$ cat src/shared/fes_pkg.sv
// Overview of operation
// - during sector erase, write 0B0h with a sector select active means suspend
// - suspend honoured only in erase cycle; it also ends the erase time-out window
// - toggle flag stops 0.1 to 15 us after suspend, then flash reads normally
// - suspended: reads of erasing sector are invalid, other sectors valid
// - suspended: programming refused; only resume, reset-flash and reads accepted
// - reset-flash while suspended marks the erasing sector contents invalid
// - write 030h with a sector select active resumes a suspended erase
// - program or erase of a protected sector is ignored; verify reads stored data
// - protection bits readable by processor, never writable from the bus
// - primary protection status bit i is 1 when primary sector i protected
// - secondary status: bits 0-3 sector protection, bit 7 security lock, 4-6 zero
// - reset-flash is one write, optionally after AAh to 555h and 55h to AAAh
// - reset-flash after an error returns flash to read mode within 25 us
// - reset-flash during byte program or bulk erase is ignored
// - reset-flash during sector erase aborts it; read mode within 25 us
// - reset pulse aborts any flash cycle; recovery up to 25 us
// - sram answers only while its select is high
// - secondary sector select wins over primary sector select
// - sram and i/o selects win over any flash sector select
// - space map bits gate data reads and fetches per memory; bit 7 enables pio
// - toggle flag inverts on each status read while an operation runs
package fes_pkg;
  localparam int          CLK_MHZ         = 25;
  localparam int          SUSP_MIN_NS     = 100;   // toggle stops no sooner
  localparam int          SUSP_MAX_NS     = 15000; // toggle stops no later
  localparam int          RECOVER_US      = 25;
  localparam int          ERASE_TMO_US    = 100;
  localparam logic [11:0] SUSP_CYC        = 12'((SUSP_MIN_NS * CLK_MHZ + 999) / 1000);
  localparam logic [11:0] RECOVER_CYC     = 12'(RECOVER_US * CLK_MHZ);
  localparam logic [11:0] ERASE_TMO_CYC   = 12'(ERASE_TMO_US * CLK_MHZ);
  // command codes
  localparam logic [7:0]  CMD_SUSPEND     = 8'hb0;
  localparam logic [7:0]  CMD_RESUME      = 8'h30;
  localparam logic [7:0]  CMD_RESET_FLASH = 8'hf0;
  localparam logic [7:0]  UNLOCK1_DATA    = 8'haa;
  localparam logic [7:0]  UNLOCK2_DATA    = 8'h55;
  localparam logic [11:0] UNLOCK1_ADDR    = 12'h555;
  localparam logic [11:0] UNLOCK2_ADDR    = 12'haaa;
  // register offsets inside the io register space
  localparam logic [7:0]  SPACE_MAP_OFS   = 8'hb2;
  localparam logic [7:0]  PROT_PRI_OFS    = 8'hc0;
  localparam logic [7:0]  PROT_SEC_OFS    = 8'hc2;
  // space map fields
  localparam int          MAP_PERIPHERAL_IO_ENABLE      = 7;
  localparam int          MAP_PRI_DATA    = 4;
  localparam int          MAP_SEC_DATA    = 3;
  localparam int          MAP_PRI_CODE    = 2;
  localparam int          MAP_SEC_CODE    = 1;
  localparam int          MAP_SRAM_CODE   = 0;
  localparam logic [7:0]  MAP_WR_MASK     = 8'h9f;
  // status byte fields
  localparam int          ST_TOGGLE       = 6;
  localparam int          ST_ERROR        = 5;
  localparam int          ST_TIMEOUT      = 3;
  localparam int          SEC_LOCK_BIT    = 7;

  typedef enum {
    S_READ, S_PROG, S_BULK, S_TMO, S_ERASE, S_SUSPENDING, S_SUSPENDED, S_RECOVER
  } fes_state_t;
endpackage

$ cat src/design/fes_flash_ctrl.sv
`timescale 1ns/1ps
`default_nettype none
module fes_flash_ctrl
  import fes_pkg::*;
#(
  parameter logic [7:0] SPACE_MAP_INIT = 8'h00
) (
  input  wire logic        clk,
  input  wire logic        reset_n,
  // processor bus, same clock
  input  wire logic [15:0] busAddr,
  input  wire logic [7:0]  busWrData,
  input  wire logic        busWr,
  input  wire logic        busRd,
  input  wire logic        programFetchStrobe,
  // decode logic array selects
  input  wire logic [7:0]  primarySectorSelects,
  input  wire logic [3:0]  secondarySectorSelects,
  input  wire logic        sramSelect,
  input  wire logic        ioRegisterSpace,
  input  wire logic        peripheralIoSelect,
  // instruction decoder and embedded algorithm
  input  wire logic        cmdProgram,
  input  wire logic        cmdSectorErase,
  input  wire logic        cmdBulkErase,
  input  wire logic        algoDone,
  input  wire logic        algoError,
  // protection, set only through the test port
  input  wire logic [7:0]  primaryProtect,
  input  wire logic [3:0]  secondaryProtect,
  input  wire logic        securityLock,
  // outputs
  output logic             startProgram,
  output logic             startSectorErase,
  output logic             startBulkErase,
  output logic [11:0]      eraseSectors,
  output logic             eraseHold,
  output logic             eraseAbort,
  output logic [11:0]      sectorInvalid,
  output logic             flashBusy,
  output logic [7:0]       readData,
  output logic             readDataValid,
  output logic             readDataInvalid,
  output logic [7:0]       primaryGrant,
  output logic [3:0]       secondaryGrant,
  output logic             sramGrant,
  output logic             ioGrant,
  output logic             peripheralGrant,
  output logic             toggleFlag,
  output logic             errorFlag,
  output logic             eraseTimeoutFlag
);

  typedef struct packed {
    fes_state_t  state;
    logic [11:0] cnt;
    logic        toggle;
    logic        err;
    logic [1:0]  unlock;
    logic [11:0] eraseSec;
    logic [11:0] invalid;
    logic [7:0]  spaceMap;
    logic        startProg;
    logic        startErase;
    logic        startBulk;
    logic        abort;
    logic [7:0]  rdData;
    logic        rdValid;
    logic        rdInvalid;
    logic [7:0]  priGrant;
    logic [3:0]  secGrant;
    logic        sramGnt;
    logic        ioGnt;
    logic        pioGnt;
    logic        hold;
    logic        busy;
    logic        tmoFlag;
  } fes_regs_t;

  fes_regs_t q_r;
  fes_regs_t q_nxt;
  logic [1:0] rstSync_r;
  logic       rstN;

  // reset release through two flops; assertion stays asynchronous
  always_ff @(posedge clk or negedge reset_n) begin
    if (!reset_n) begin
      rstSync_r <= 2'b00;
    end else begin
      rstSync_r <= {rstSync_r[0], 1'b1};
    end
  end
  assign rstN = rstSync_r[1];

  // sector selects as one vector: bits 0-7 primary, 8-11 secondary
  function automatic logic [11:0] secVec(input logic [7:0] pri, input logic [3:0] sec);
    secVec = {sec, pri};
  endfunction

  // flash target after priority: secondary hides primary
  function automatic logic [11:0] flashTarget(input logic [7:0] pri, input logic [3:0] sec);
    flashTarget = (|sec) ? {sec, 8'h00} : {4'h0, pri};
  endfunction

  logic [11:0] selAll;
  logic [11:0] target;
  logic [11:0] protAll;
  logic        anySel;
  logic        cmdWr;
  logic        isSuspend;
  logic        isResume;
  logic        isReset;
  logic        isUnlock;
  logic        hiPri;
  logic        flashRd;
  logic        busyState;

  // command and target decode, shared by the state machine and read path
  always_comb begin
    selAll    = secVec(primarySectorSelects, secondarySectorSelects);
    target    = flashTarget(primarySectorSelects, secondarySectorSelects);
    protAll   = secVec(primaryProtect, secondaryProtect);
    anySel    = |selAll;
    hiPri     = sramSelect | ioRegisterSpace | peripheralIoSelect;
    cmdWr     = busWr & anySel & ~hiPri;
    isSuspend = cmdWr & (busWrData == CMD_SUSPEND);
    isResume  = cmdWr & (busWrData == CMD_RESUME);
    // a reset-flash may stand alone or follow the full unlock pair
    isReset   = cmdWr & (busWrData == CMD_RESET_FLASH)
              & (q_r.unlock != 2'd1);
    isUnlock  = cmdWr & ((busWrData == UNLOCK1_DATA && busAddr[11:0] == UNLOCK1_ADDR)
              | (busWrData == UNLOCK2_DATA && busAddr[11:0] == UNLOCK2_ADDR));
    flashRd   = (busRd | programFetchStrobe) & anySel & ~hiPri;
    busyState = (q_r.state == S_PROG) | (q_r.state == S_BULK) | (q_r.state == S_TMO)
              | (q_r.state == S_ERASE) | (q_r.state == S_SUSPENDING);
  end

  // next-state logic for the whole block
  always_comb begin
    q_nxt            = q_r;
    q_nxt.startProg  = 1'b0;
    q_nxt.startErase = 1'b0;
    q_nxt.startBulk  = 1'b0;
    q_nxt.abort      = 1'b0;
    q_nxt.rdValid    = 1'b0;
    q_nxt.rdInvalid  = 1'b0;
    q_nxt.rdData     = 8'h00;

    // unlock pair tracking; any other command write restarts it
    if (cmdWr) begin
      if (busWrData == UNLOCK1_DATA && busAddr[11:0] == UNLOCK1_ADDR) begin
        q_nxt.unlock = 2'd1;
      end else if (q_r.unlock == 2'd1 && busWrData == UNLOCK2_DATA
                   && busAddr[11:0] == UNLOCK2_ADDR) begin
        q_nxt.unlock = 2'd2;
      end else begin
        q_nxt.unlock = 2'd0;
      end
    end

    case (q_r.state)
      S_READ: begin
        if (isReset) begin
          q_nxt.err = 1'b0;
        end else if (cmdProgram) begin
          if ((target & protAll) == 12'h000) begin
            q_nxt.startProg = 1'b1;
            q_nxt.state     = S_PROG;
          end
        end else if (cmdSectorErase) begin
          if ((target & protAll) == 12'h000) begin
            q_nxt.eraseSec = target;
            q_nxt.cnt      = 12'h000;
            q_nxt.state    = S_TMO;
          end
        end else if (cmdBulkErase) begin
          // protected sectors drop out of the bulk set silently
          q_nxt.eraseSec  = ~protAll;
          q_nxt.startBulk = 1'b1;
          q_nxt.state     = S_BULK;
        end
      end
      S_PROG, S_BULK: begin
        // reset-flash writes fall through unseen here
        if (algoError) begin
          q_nxt.err      = 1'b1;
          q_nxt.eraseSec = 12'h000;
          q_nxt.state    = S_READ;
        end else if (algoDone) begin
          q_nxt.eraseSec = 12'h000;
          q_nxt.state    = S_READ;
        end
      end
      S_TMO: begin
        if (isSuspend) begin
          // suspend here also ends the time-out window, so the engine starts held
          q_nxt.startErase = 1'b1;
          q_nxt.cnt        = 12'h000;
          q_nxt.state = S_SUSPENDING;
        end else if (cmdSectorErase && (target & protAll) == 12'h000) begin
          q_nxt.eraseSec = q_r.eraseSec | target;
          q_nxt.cnt      = 12'h000;
        end else if (cmdSectorErase || isUnlock || isResume) begin
          q_nxt.state = S_TMO;
        end else if (cmdWr || cmdProgram || cmdBulkErase) begin
          q_nxt.abort    = 1'b1;
          q_nxt.eraseSec = 12'h000;
          q_nxt.cnt      = 12'h000;
          q_nxt.state    = S_RECOVER;
        end else if (q_r.cnt == ERASE_TMO_CYC - 12'd1) begin
          q_nxt.startErase = 1'b1;
          q_nxt.state      = S_ERASE;
        end else begin
          q_nxt.cnt = q_r.cnt + 12'd1;
        end
      end
      S_ERASE: begin
        if (isSuspend) begin
          q_nxt.cnt   = 12'h000;
          q_nxt.state = S_SUSPENDING;
        end else if (isReset) begin
          q_nxt.abort    = 1'b1;
          q_nxt.eraseSec = 12'h000;
          q_nxt.cnt      = 12'h000;
          q_nxt.state    = S_RECOVER;
        end else if (algoError) begin
          q_nxt.err      = 1'b1;
          q_nxt.eraseSec = 12'h000;
          q_nxt.state    = S_READ;
        end else if (algoDone) begin
          q_nxt.eraseSec = 12'h000;
          q_nxt.state    = S_READ;
        end
      end
      S_SUSPENDING, S_SUSPENDED: begin
        // program, erase and other writes are refused; reset-flash acts while settling too
        if (isResume) begin
          q_nxt.state = S_ERASE;
        end else if (isReset) begin
          q_nxt.invalid  = q_r.invalid | q_r.eraseSec;
          q_nxt.abort    = 1'b1;
          q_nxt.eraseSec = 12'h000;
          q_nxt.cnt      = 12'h000;
          q_nxt.state    = S_RECOVER;
        end else if (q_r.cnt == SUSP_CYC - 12'd1) begin
          // toggle runs until the engine has settled; the count then holds
          q_nxt.state = S_SUSPENDED;
        end else begin
          q_nxt.cnt = q_r.cnt + 12'd1;
        end
      end
      S_RECOVER: begin
        if (q_r.cnt == RECOVER_CYC - 12'd1) begin
          q_nxt.state = S_READ;
        end else begin
          q_nxt.cnt = q_r.cnt + 12'd1;
        end
      end
      default: begin
        q_nxt.state = S_READ;
      end
    endcase

    // a sector newly erased to completion holds good data again
    if ((q_r.state == S_ERASE || q_r.state == S_BULK) && algoDone && !algoError) begin
      q_nxt.invalid = q_r.invalid & ~q_r.eraseSec;
    end

    // space map writes; protection registers ignore writes
    if (busWr && ioRegisterSpace && busAddr[7:0] == SPACE_MAP_OFS) begin
      q_nxt.spaceMap = busWrData & MAP_WR_MASK;
    end

    // register reads in the io space
    if (busRd && ioRegisterSpace) begin
      q_nxt.rdValid = 1'b1;
      case (busAddr[7:0])
        PROT_PRI_OFS:  q_nxt.rdData = primaryProtect;
        PROT_SEC_OFS:  q_nxt.rdData = {securityLock, 3'b000, secondaryProtect};
        SPACE_MAP_OFS: q_nxt.rdData = q_r.spaceMap;
        default:       q_nxt.rdData = 8'h00;
      endcase
    end else if (flashRd && busyState && (target & q_r.eraseSec) != 12'h000) begin
      // status byte replaces array data while the sector is busy
      q_nxt.toggle                 = ~q_r.toggle;
      q_nxt.rdValid                = 1'b1;
      q_nxt.rdData[ST_TOGGLE]      = q_r.toggle;
      q_nxt.rdData[ST_ERROR]       = q_r.err;
      q_nxt.rdData[ST_TIMEOUT]     = (q_r.state != S_TMO);
    end else if (flashRd && q_r.state == S_PROG) begin
      q_nxt.toggle            = ~q_r.toggle;
      q_nxt.rdValid           = 1'b1;
      q_nxt.rdData[ST_TOGGLE] = q_r.toggle;
      q_nxt.rdData[ST_ERROR]  = q_r.err;
    end else if (flashRd && q_r.state == S_SUSPENDED) begin
      q_nxt.rdInvalid = (target & q_r.eraseSec) != 12'h000;
    end

    // access steering with priority and space-map gating
    q_nxt.sramGnt  = sramSelect & (~programFetchStrobe
                   | q_r.spaceMap[MAP_SRAM_CODE]);
    q_nxt.ioGnt    = ioRegisterSpace & ~sramSelect;
    q_nxt.pioGnt   = peripheralIoSelect & q_r.spaceMap[MAP_PERIPHERAL_IO_ENABLE]
                   & ~sramSelect & ~ioRegisterSpace;
    q_nxt.secGrant = (hiPri ? 4'h0 : secondarySectorSelects)
                   & {4{(busRd & q_r.spaceMap[MAP_SEC_DATA])
                   | (programFetchStrobe & q_r.spaceMap[MAP_SEC_CODE]) | busWr}};
    q_nxt.priGrant = ((hiPri || |secondarySectorSelects) ? 8'h00 : primarySectorSelects)
                   & {8{(busRd & q_r.spaceMap[MAP_PRI_DATA])
                   | (programFetchStrobe & q_r.spaceMap[MAP_PRI_CODE]) | busWr}};

    // status levels taken from the next state so each output leaves a flop
    q_nxt.hold    = (q_nxt.state == S_SUSPENDING) | (q_nxt.state == S_SUSPENDED);
    q_nxt.busy    = (q_nxt.state != S_READ) & (q_nxt.state != S_SUSPENDED);
    q_nxt.tmoFlag = (q_nxt.state != S_TMO);
  end

  // single state register; reset enters the recovery wait
  always_ff @(posedge clk or negedge rstN) begin
    if (!rstN) begin
      q_r          <= '0;
      q_r.state    <= S_RECOVER;
      q_r.busy     <= 1'b1;
      q_r.tmoFlag  <= 1'b1;
      q_r.spaceMap <= SPACE_MAP_INIT & MAP_WR_MASK; // unused bits read 0
    end else begin
      q_r <= q_nxt;
    end
  end

  // outputs straight from the state register
  assign startProgram     = q_r.startProg;
  assign startSectorErase = q_r.startErase;
  assign startBulkErase   = q_r.startBulk;
  assign eraseSectors     = q_r.eraseSec;
  assign eraseHold        = q_r.hold;
  assign eraseAbort       = q_r.abort;
  assign sectorInvalid    = q_r.invalid;
  assign flashBusy        = q_r.busy;
  assign readData         = q_r.rdData;
  assign readDataValid    = q_r.rdValid;
  assign readDataInvalid  = q_r.rdInvalid;
  assign primaryGrant     = q_r.priGrant;
  assign secondaryGrant   = q_r.secGrant;
  assign sramGrant        = q_r.sramGnt;
  assign ioGrant          = q_r.ioGnt;
  assign peripheralGrant  = q_r.pioGnt;
  assign toggleFlag       = q_r.toggle;
  assign errorFlag        = q_r.err;
  assign eraseTimeoutFlag = q_r.tmoFlag;

endmodule // fes_flash_ctrl
`default_nettype wire

$ cat config.mk
export PLATFORM = sky130hd
export DESIGN_NAME = fes_flash_ctrl
export DESIGN_NICKNAME = d
export VERILOG_FILES = /design/src/shared/fes_pkg.sv /design/src/design/fes_flash_ctrl.sv
export SDC_FILE = /design/constraint.sdc
export NUM_CORES = 1
export LEC_CHECK = 0
export ABC_AREA = 0
export BUFFER_PORTS_ARGS = -buffer_cell sky130_fd_sc_hd__buf_2
export CAP_MARGIN = 30
export CORE_MARGIN = 10
export CORE_UTILIZATION = 51
export CTS_BUF_LIST = sky130_fd_sc_hd__clkbuf_4
export DETAILED_ROUTE_END_ITERATION = 8
export PLACE_DENSITY = 0.75
export SYNTH_ARGS = -nofsm -noshare
export SYNTH_HDL_FRONTEND = slang
export SYNTH_SLANG_ARGS = --single-unit
export TNS_END_PERCENT = 10
$ cat constraint.sdc
create_clock -name clk -period 3.45 [get_ports clk]
set_input_delay 0.5175 -clock clk [delete_from_list [all_inputs] [get_ports clk]]
set_output_delay 0.5175 -clock clk [all_outputs]
set_load 0.1 [all_outputs]
==> results of run 1 <==
==> cell usage after synthesis, types with 7 or more instances <==
cell	number	area share [%]
nand3_1	25	2.2
nor4_1	9	0.97
nor2_1	41	2.6
o21ai_0	17	1.5
clkbuf_1	13	0.84
a22oi_1	18	2.3
dfrtp_1	107	46
o21ai_1	11	0.95
and2_1	15	1.6
a31oi_1	9	0.97
nand2_1	50	3.2
a21o_1	9	1.2
nor3_1	21	1.8
inv_1	13	0.84
a21oi_1	44	3.8
a21boi_0	9	1.2
nor2b_1	7	0.75
buf_4	44	5.7
mux2_2	10	1.9
==> cell families after synthesis <==
| group | after synthesis |
|---|---|
| xor gates and xnor gates | 3 |
| adders and majority gates | 5 |
| muxes | 11 |
| DFF | 112 |
| other | 2 |
| buffers and inverters | 78 |
| AOI/OAI and AO/OA | 158 |
| and+or+nand+nor | 228 |
==> through the flow <==
stage	setup slack, ns	power, W	hold WS [ns]	utilization [%]	cell area, µm²
final	0.512	0.00227	0.244	59.9	6580
after global routing	0.292	0.00236	0.227	59.9	6580
after CTS	0.498	0.00228	0.217	59.9	6580
after detailed placement	0.233	0.00157	0.306	58.3	6410
after global placement	0.296	0.00156	0.302	58.3	6410
after floorplan	0.108	0.00148	0.222	-	5920
==> layout make-up <==
| type | instances | share of cell area, % |
|---|---|---|
| inverters | 14 | 0.799 |
| multi-input cells | 435 | 40.1 |
| clock inverters | 7 | 1.45 |
| repair buffers | 135 | 11.3 |
| clock buffers | 9 | 1.03 |
| flip-flops and latches | 112 | 42.7 |
| well taps | 140 | 2.66 |
==> power groups by stage <==
stage                     combinational (W)  clock [W]  sequential, W
final                              0.000190   0.000721        0.00136
after global routing               0.000208   0.000790        0.00136
after CTS                          0.000187   0.000738        0.00136
after detailed placement           0.000185          0        0.00138
after global placement             0.000182          0        0.00138
after floorplan                   0.0000776          0        0.00140
==> worst reg2reg max path, delay by kind of cell, from the launching register on <==
kind / cells / cell delay [ns]
simple gates: 5 / 1.68
compound gates: 2 / 0.56
flops: 1 / 0.39
xor+xnor: 1 / 0.20
==> path summary, 6_finish.rpt <==
path / from / cells after the start / end
max: q_r[104]$_DFF_PN0_ / 8 / eraseHold$_DFF_PN0_
min: sramSelect / 2 / ioGrant$_DFF_PN0_
max reg2reg: q_r[104]$_DFF_PN0_ / 8 / eraseHold$_DFF_PN0_
min reg2reg: rstSync_r[1]$_DFF_PN0_ / 0 / asynchronous set/reset pin
max in group asynchronous: rstSync_r[1]$_DFF_PN0_ / 1 / q_r[81]$_DFF_PN1_
min in group asynchronous: reset_n / 2 / rstSync_r[1]$_DFF_PN0_
==> routing by layer <==
layer / wire length (µm) / track usage, % / vias to the layer above
met1: 6310 / 23.4 / 2357
met5: 0 / 0 / -
li1: - / - / 2331
met2: 7350 / 30.7 / 268
met4: 303 / 5.56 / 0
met3: 1510 / 4.96 / 33
==> flow_metrics.tcl, run 1 <==
set metrics [dict create \
    ys_seq_area_share_pct 48.3 \
    antenna_found_initial 0 \
    layout.cells.most_common "buf_2" \
    ios 120 \
    cts_tree "yes" \
    clock_path_buffers 2 \
    finalHoldViolations 0 \
    antenna_cells 0 \
    final_cell_mix "buf_2, dfrtp_1, nand2_1" \
    synth_mux_area_share_pct 2.11 \
    cts_root_buf "clkbuf_4" \
    clock_latency_ns 0.48 \
    synth_top_family_by_area "simple AND/OR/NAND/NOR gates" \
    power.share.clock_pct 31.8 \
    synth_seq_cells 112 \
    vias 4989 \
    die_area_um2 16100 \
    final_nets 772 \
    switching_share_pct 27.5 \
    crit_required_ns 3.81 \
    crit_buf_inv 0 \
    grt_usage_pct 18.6 \
    layoutNonFillerInstCount 852 \
    worst_slew_margin_rel_pct 37.4 \
    synthSimpleGateAreaFrac_pct 21.2 \
    core-area_um2 11000 \
    multi_input_area_um2 2640 \
    hp-class "input pin to flip-flop" \
    rsz0062_at_grt "no" \
    rows 38 \
    fin_crit_sh_pct 85.2 \
    async_reset_ff_share_pct 100 \
    pwr_density_cell_nw_per_um2 344 \
    max_stage_delay_ns 0.64 \
    fill_cells 950 \
    vdd_drop_max_uv 188 \
    p_switching_w 0.000624 \
    maxSlewViolCount 0 \
    period_minus_slack_ns 2.94 \
    cp_top_family "simple AND/OR/NAND/NOR gates" \
    skew_ns 0.0196 \
    cts_setup_buffers 0 \
    cts.sinks 112 \
    grt_pass1_vias 4841 \
    drc 0 \
    drt_iter0_markers 467 \
    final_layout_size_suffix_gt1_share_pct 25.8 \
    clk_pin_slew_worst_paths_ns 0.18 \
    synth_compound_area_share_pct 18.6 \
    grt_pass1_wl_um 24800 \
    cts_buffers 9 \
    p_int_w 0.00164 \
    syn_area_um2 5820 \
    htree_levels 3 \
    post_cts_resize_count 0 \
    synth_cell_types 75 \
    cts_hold_buffers 1 \
    syn_to_final_growth_pct 13.1 \
    drt_pass1_iterations 6 \
    wirelength_um 15500 \
    pwr-share-seq_pct 59.8 \
    grt_max_degree 58 \
    portBuffers 115 \
    start_kind "flip-flop" \
    crit_arrival_ns 3.30 \
    crit_chain "or4_1 > nor4_2 > and3_1 > nand3_1 > o21a_1 > o2111ai_1 > xor2_1 > nor2_1" \
    rrSetupSlack_ns 0.51 \
    die_h_um 127 \
    yosys.area_share.xor_xnor_pct 0.452 \
    slowest_stage "and3_1" \
    post_drt_wl_per_cell_um 18.2 \
    maxCapViolations 0 \
    leakagePower_nw 3.16 \
    place_inst 835 \
    avgSynthCellArea_um2 9.75 \
    syn_inst 597 \
    regArea_um2 2810 \
    die_w_um 127 \
    hpwl_um 11900 \
    synthAdderAreaFrac_pct 1.01 \
    synth_flop_cell "dfrtp_1" \
    via_per_inst 5.86 \
    place_congestion 0.957 \
    criticalPathCategory "flip-flop to flip-flop" \
    start_util_pct 53.0 \
    final.setup.tns_ns 0 \
    power_frac_comb_pct 8.4 \
    setup_viol 0 \
    overflow 0 \
    status "complete, no violations" \
    ant_nets 0 \
    crit_path_end_kind "flip-flop" \
    yosys_warnings 0 \
    fmax_mhz 340 \
    synth_edf_count 0 \
    cp_max_fo 18 \
    worst_slew_pin_slew_ns 0.932 \
]
Power figures use the tool's default switching activity.
==> inputs of run 2 (changes only) <==
--- a/config.mk
+++ b/config.mk
@@ -8,11 +8,13 @@
 export ABC_AREA = 0
 export BUFFER_PORTS_ARGS = -buffer_cell sky130_fd_sc_hd__buf_2
 export CAP_MARGIN = 30
+export CELL_PAD_IN_SITES_DETAIL_PLACEMENT = 0
+export CELL_PAD_IN_SITES_GLOBAL_PLACEMENT = 1
 export CORE_MARGIN = 10
-export CORE_UTILIZATION = 51
+export CORE_UTILIZATION = 43
 export CTS_BUF_LIST = sky130_fd_sc_hd__clkbuf_4
 export DETAILED_ROUTE_END_ITERATION = 8
-export PLACE_DENSITY = 0.75
+export PLACE_DENSITY = 0.79
 export SYNTH_ARGS = -nofsm -noshare
 export SYNTH_HDL_FRONTEND = slang
 export SYNTH_SLANG_ARGS = --single-unit
==> constraint.sdc (replaced) <==
create_clock -name clk -period 3.37 [get_ports clk]
set_input_delay 0.5055 -clock clk [delete_from_list [all_inputs] [get_ports clk]]
set_output_delay 0.5055 -clock clk [all_outputs]
set_load 0.1 [all_outputs]
==> run 2 against run 1 <==
Clock skew shrank 0.00087 ns. Global-route usage shrank 1.6 points. Sequential cell count did not move. Routed wire length increased by 0.78%. Register-to-register slack got worse by 0.098 ns. Combinational power hardly changed. Highest routed layer unchanged.
==> flow_metrics.tcl, run 2 (synthesized netlist as in run 1, its figures left out) <==
set metrics [dict create \
    status "complete, no violations" \
    grt_max_degree 70 \
    skew_ns 0.0187 \
    post_cts_resize_count 0 \
    cts.sinks 112 \
    vias 4906 \
    worst_slew_pin_slew_ns 1.10 \
    overflow 0 \
    pre_cts_slack_ns 0.200 \
    crit_chain "or4_1 > nor4_1 > buf_4 > o21ai_1 > a22oi_1 > o221ai_1 > a2111oi_4 > xor2_1 > nor2_1" \
    rsz0062_at_grt "no" \
    leakagePower_nw 3.19 \
    clock_latency_ns 0.48 \
    grt_pass1_wl_um 25300 \
    hpwl_um 12500 \
    die_h_um 136 \
    fmax_mhz 338 \
    slowest_stage "or4_1" \
    drc 0 \
    drt_iter0_markers 434 \
    post_drt_wl_per_cell_um 17.3 \
    worst_slew_margin_rel_pct 25.8 \
    maxCapViolations 0 \
    cts_buffers 9 \
    syn_to_final_growth_pct 14.5 \
    final_layout_size_suffix_gt1_share_pct 26.8 \
    fin_crit_sh_pct 87.7 \
    crit_arrival_ns 3.31 \
    period_minus_slack_ns 2.96 \
    stdcell_area_um2 6660 \
    criticalPathCategory "flip-flop to flip-flop" \
    hp-class "input pin to flip-flop" \
    final_nets 784 \
    layout.cells.most_common "buf_2" \
    grt_usage_pct 17.0 \
    ios 120 \
    ant_nets 0 \
    clk_pin_slew_worst_paths_ns 0.16 \
    start_util_pct 43.9 \
    crit_path_end_kind "flip-flop" \
    place_congestion 0.865 \
    vdd_drop_max_uv 197 \
    cp_max_fo 5 \
    pwr_density_cell_nw_per_um2 327 \
    via_per_inst 5.44 \
    crit_required_ns 3.72 \
    clock_path_buffers 2 \
    htree_levels 3 \
    setup_viol 0 \
    final.setup.tns_ns 0 \
    rows 42 \
    setup_ws_ns 0.414 \
    final_cell_mix "buf_2, dfrtp_1, nand2_1" \
    max_stage_delay_ns 0.56 \
    grt_pass1_vias 4945 \
    portBuffers 115 \
    die_w_um 136 \
    cts_root_buf "clkbuf_4" \
    drt_pass1_iterations 5 \
    maxSlewViolCount 0 \
    finalHoldViolations 0 \
    postPlaceCellArea_um2 6530 \
    antenna_found_initial 2 \
    core-area_um2 13200 \
    cts_setup_buffers 0 \
    die_area_um2 18600 \
    cts_tree "yes" \
    wirelength_um 15600 \
    start_kind "flip-flop" \
]
-- run 2: power breakdown --
part           leakage (nW)  total (W)  switching, W  internal [W]
logic                  1.68   0.000191      0.000127     0.0000644
clock network        0.0682   0.000597      0.000431      0.000166
registers              1.45    0.00139     0.0000218       0.00137
-- run 2: layout make-up --
type | instances | area [µm²]
Sequential cell | 112 | 2810
Antenna cell | 2 | 5.00
Inverter | 14 | 52.6
Clock inverter | 6 | 41.3
Timing Repair Buffer | 147 | 818
Multi-Input combinational cell | 435 | 2640
Tap cell | 176 | 220
Clock buffer | 10 | 75.1
Fill cell | 1326 | 6580
-- run 2: metal layers --
layer / part of all wire (%) / vias up / track usage (%)
met1: 42 / 2356 / 21.0
met4: 3.4 / 0 / 8.28
met5: 0 / - / 0
li1: - / 2346 / -
met3: 6.6 / 32 / 3.32
met2: 48 / 172 / 27.9
-- run 2: worst paths after layout --
kind | startpoint | to | slack (ns) | cells past startpoint
worst min-delay path | sramSelect | peripheralGrant$_DFF_PN0_ | 0.24 | 2
worst max-delay path | q_r[75]$_DFFE_PN0P_ | eraseHold$_DFF_PN0_ | 0.41 | 9
worst min register to register | rstSync_r[0]$_DFF_PN0_ | rstSync_r[1]$_DFF_PN0_ | 0.37 | 0
worst max register to register | q_r[75]$_DFFE_PN0P_ | eraseHold$_DFF_PN0_ | 0.41 | 9
min in group asynchronous | reset_n | rstSync_r[1]$_DFF_PN0_ | 0.33 | 2
max in group asynchronous | rstSync_r[1]$_DFF_PN0_ | flashBusy$_DFF_PN1_ | 2.04 | 1
-- run 2: timing repair --
item | in CTS | in global routing
endpoints found under the setup margin | 0 | 0
hold endpoints to repair | 2 | 0
hold buffers | 1 | 0
-- run 2: stage by stage --
| stage | std cells | util (%) | hold slack (ns) | power, W |
|---|---|---|---|---|
| floorplan | 625 | - | 0.210 | 0.00151 |
| global placement | 883 | 49.3 | 0.290 | 0.00160 |
| detailed placement | 883 | 49.3 | 0.293 | 0.00161 |
| CTS | 900 | 50.3 | 0.197 | 0.00222 |
| global route | 902 | 50.3 | 0.204 | 0.00230 |
| finish | 902 | 50.3 | 0.243 | 0.00218 |
-- run 2: critical path, delay by kind of cell, from the launching register on --
| family | cells | cell delay, ns |
|---|---|---|
| AOI/OAI and AO/OA | 4 | 1.05 |
| and+or+nand+nor | 3 | 0.99 |
| DFF | 1 | 0.44 |
| buffers and inverters | 1 | 0.19 |
| xor gates and xnor gates | 1 | 0.19 |
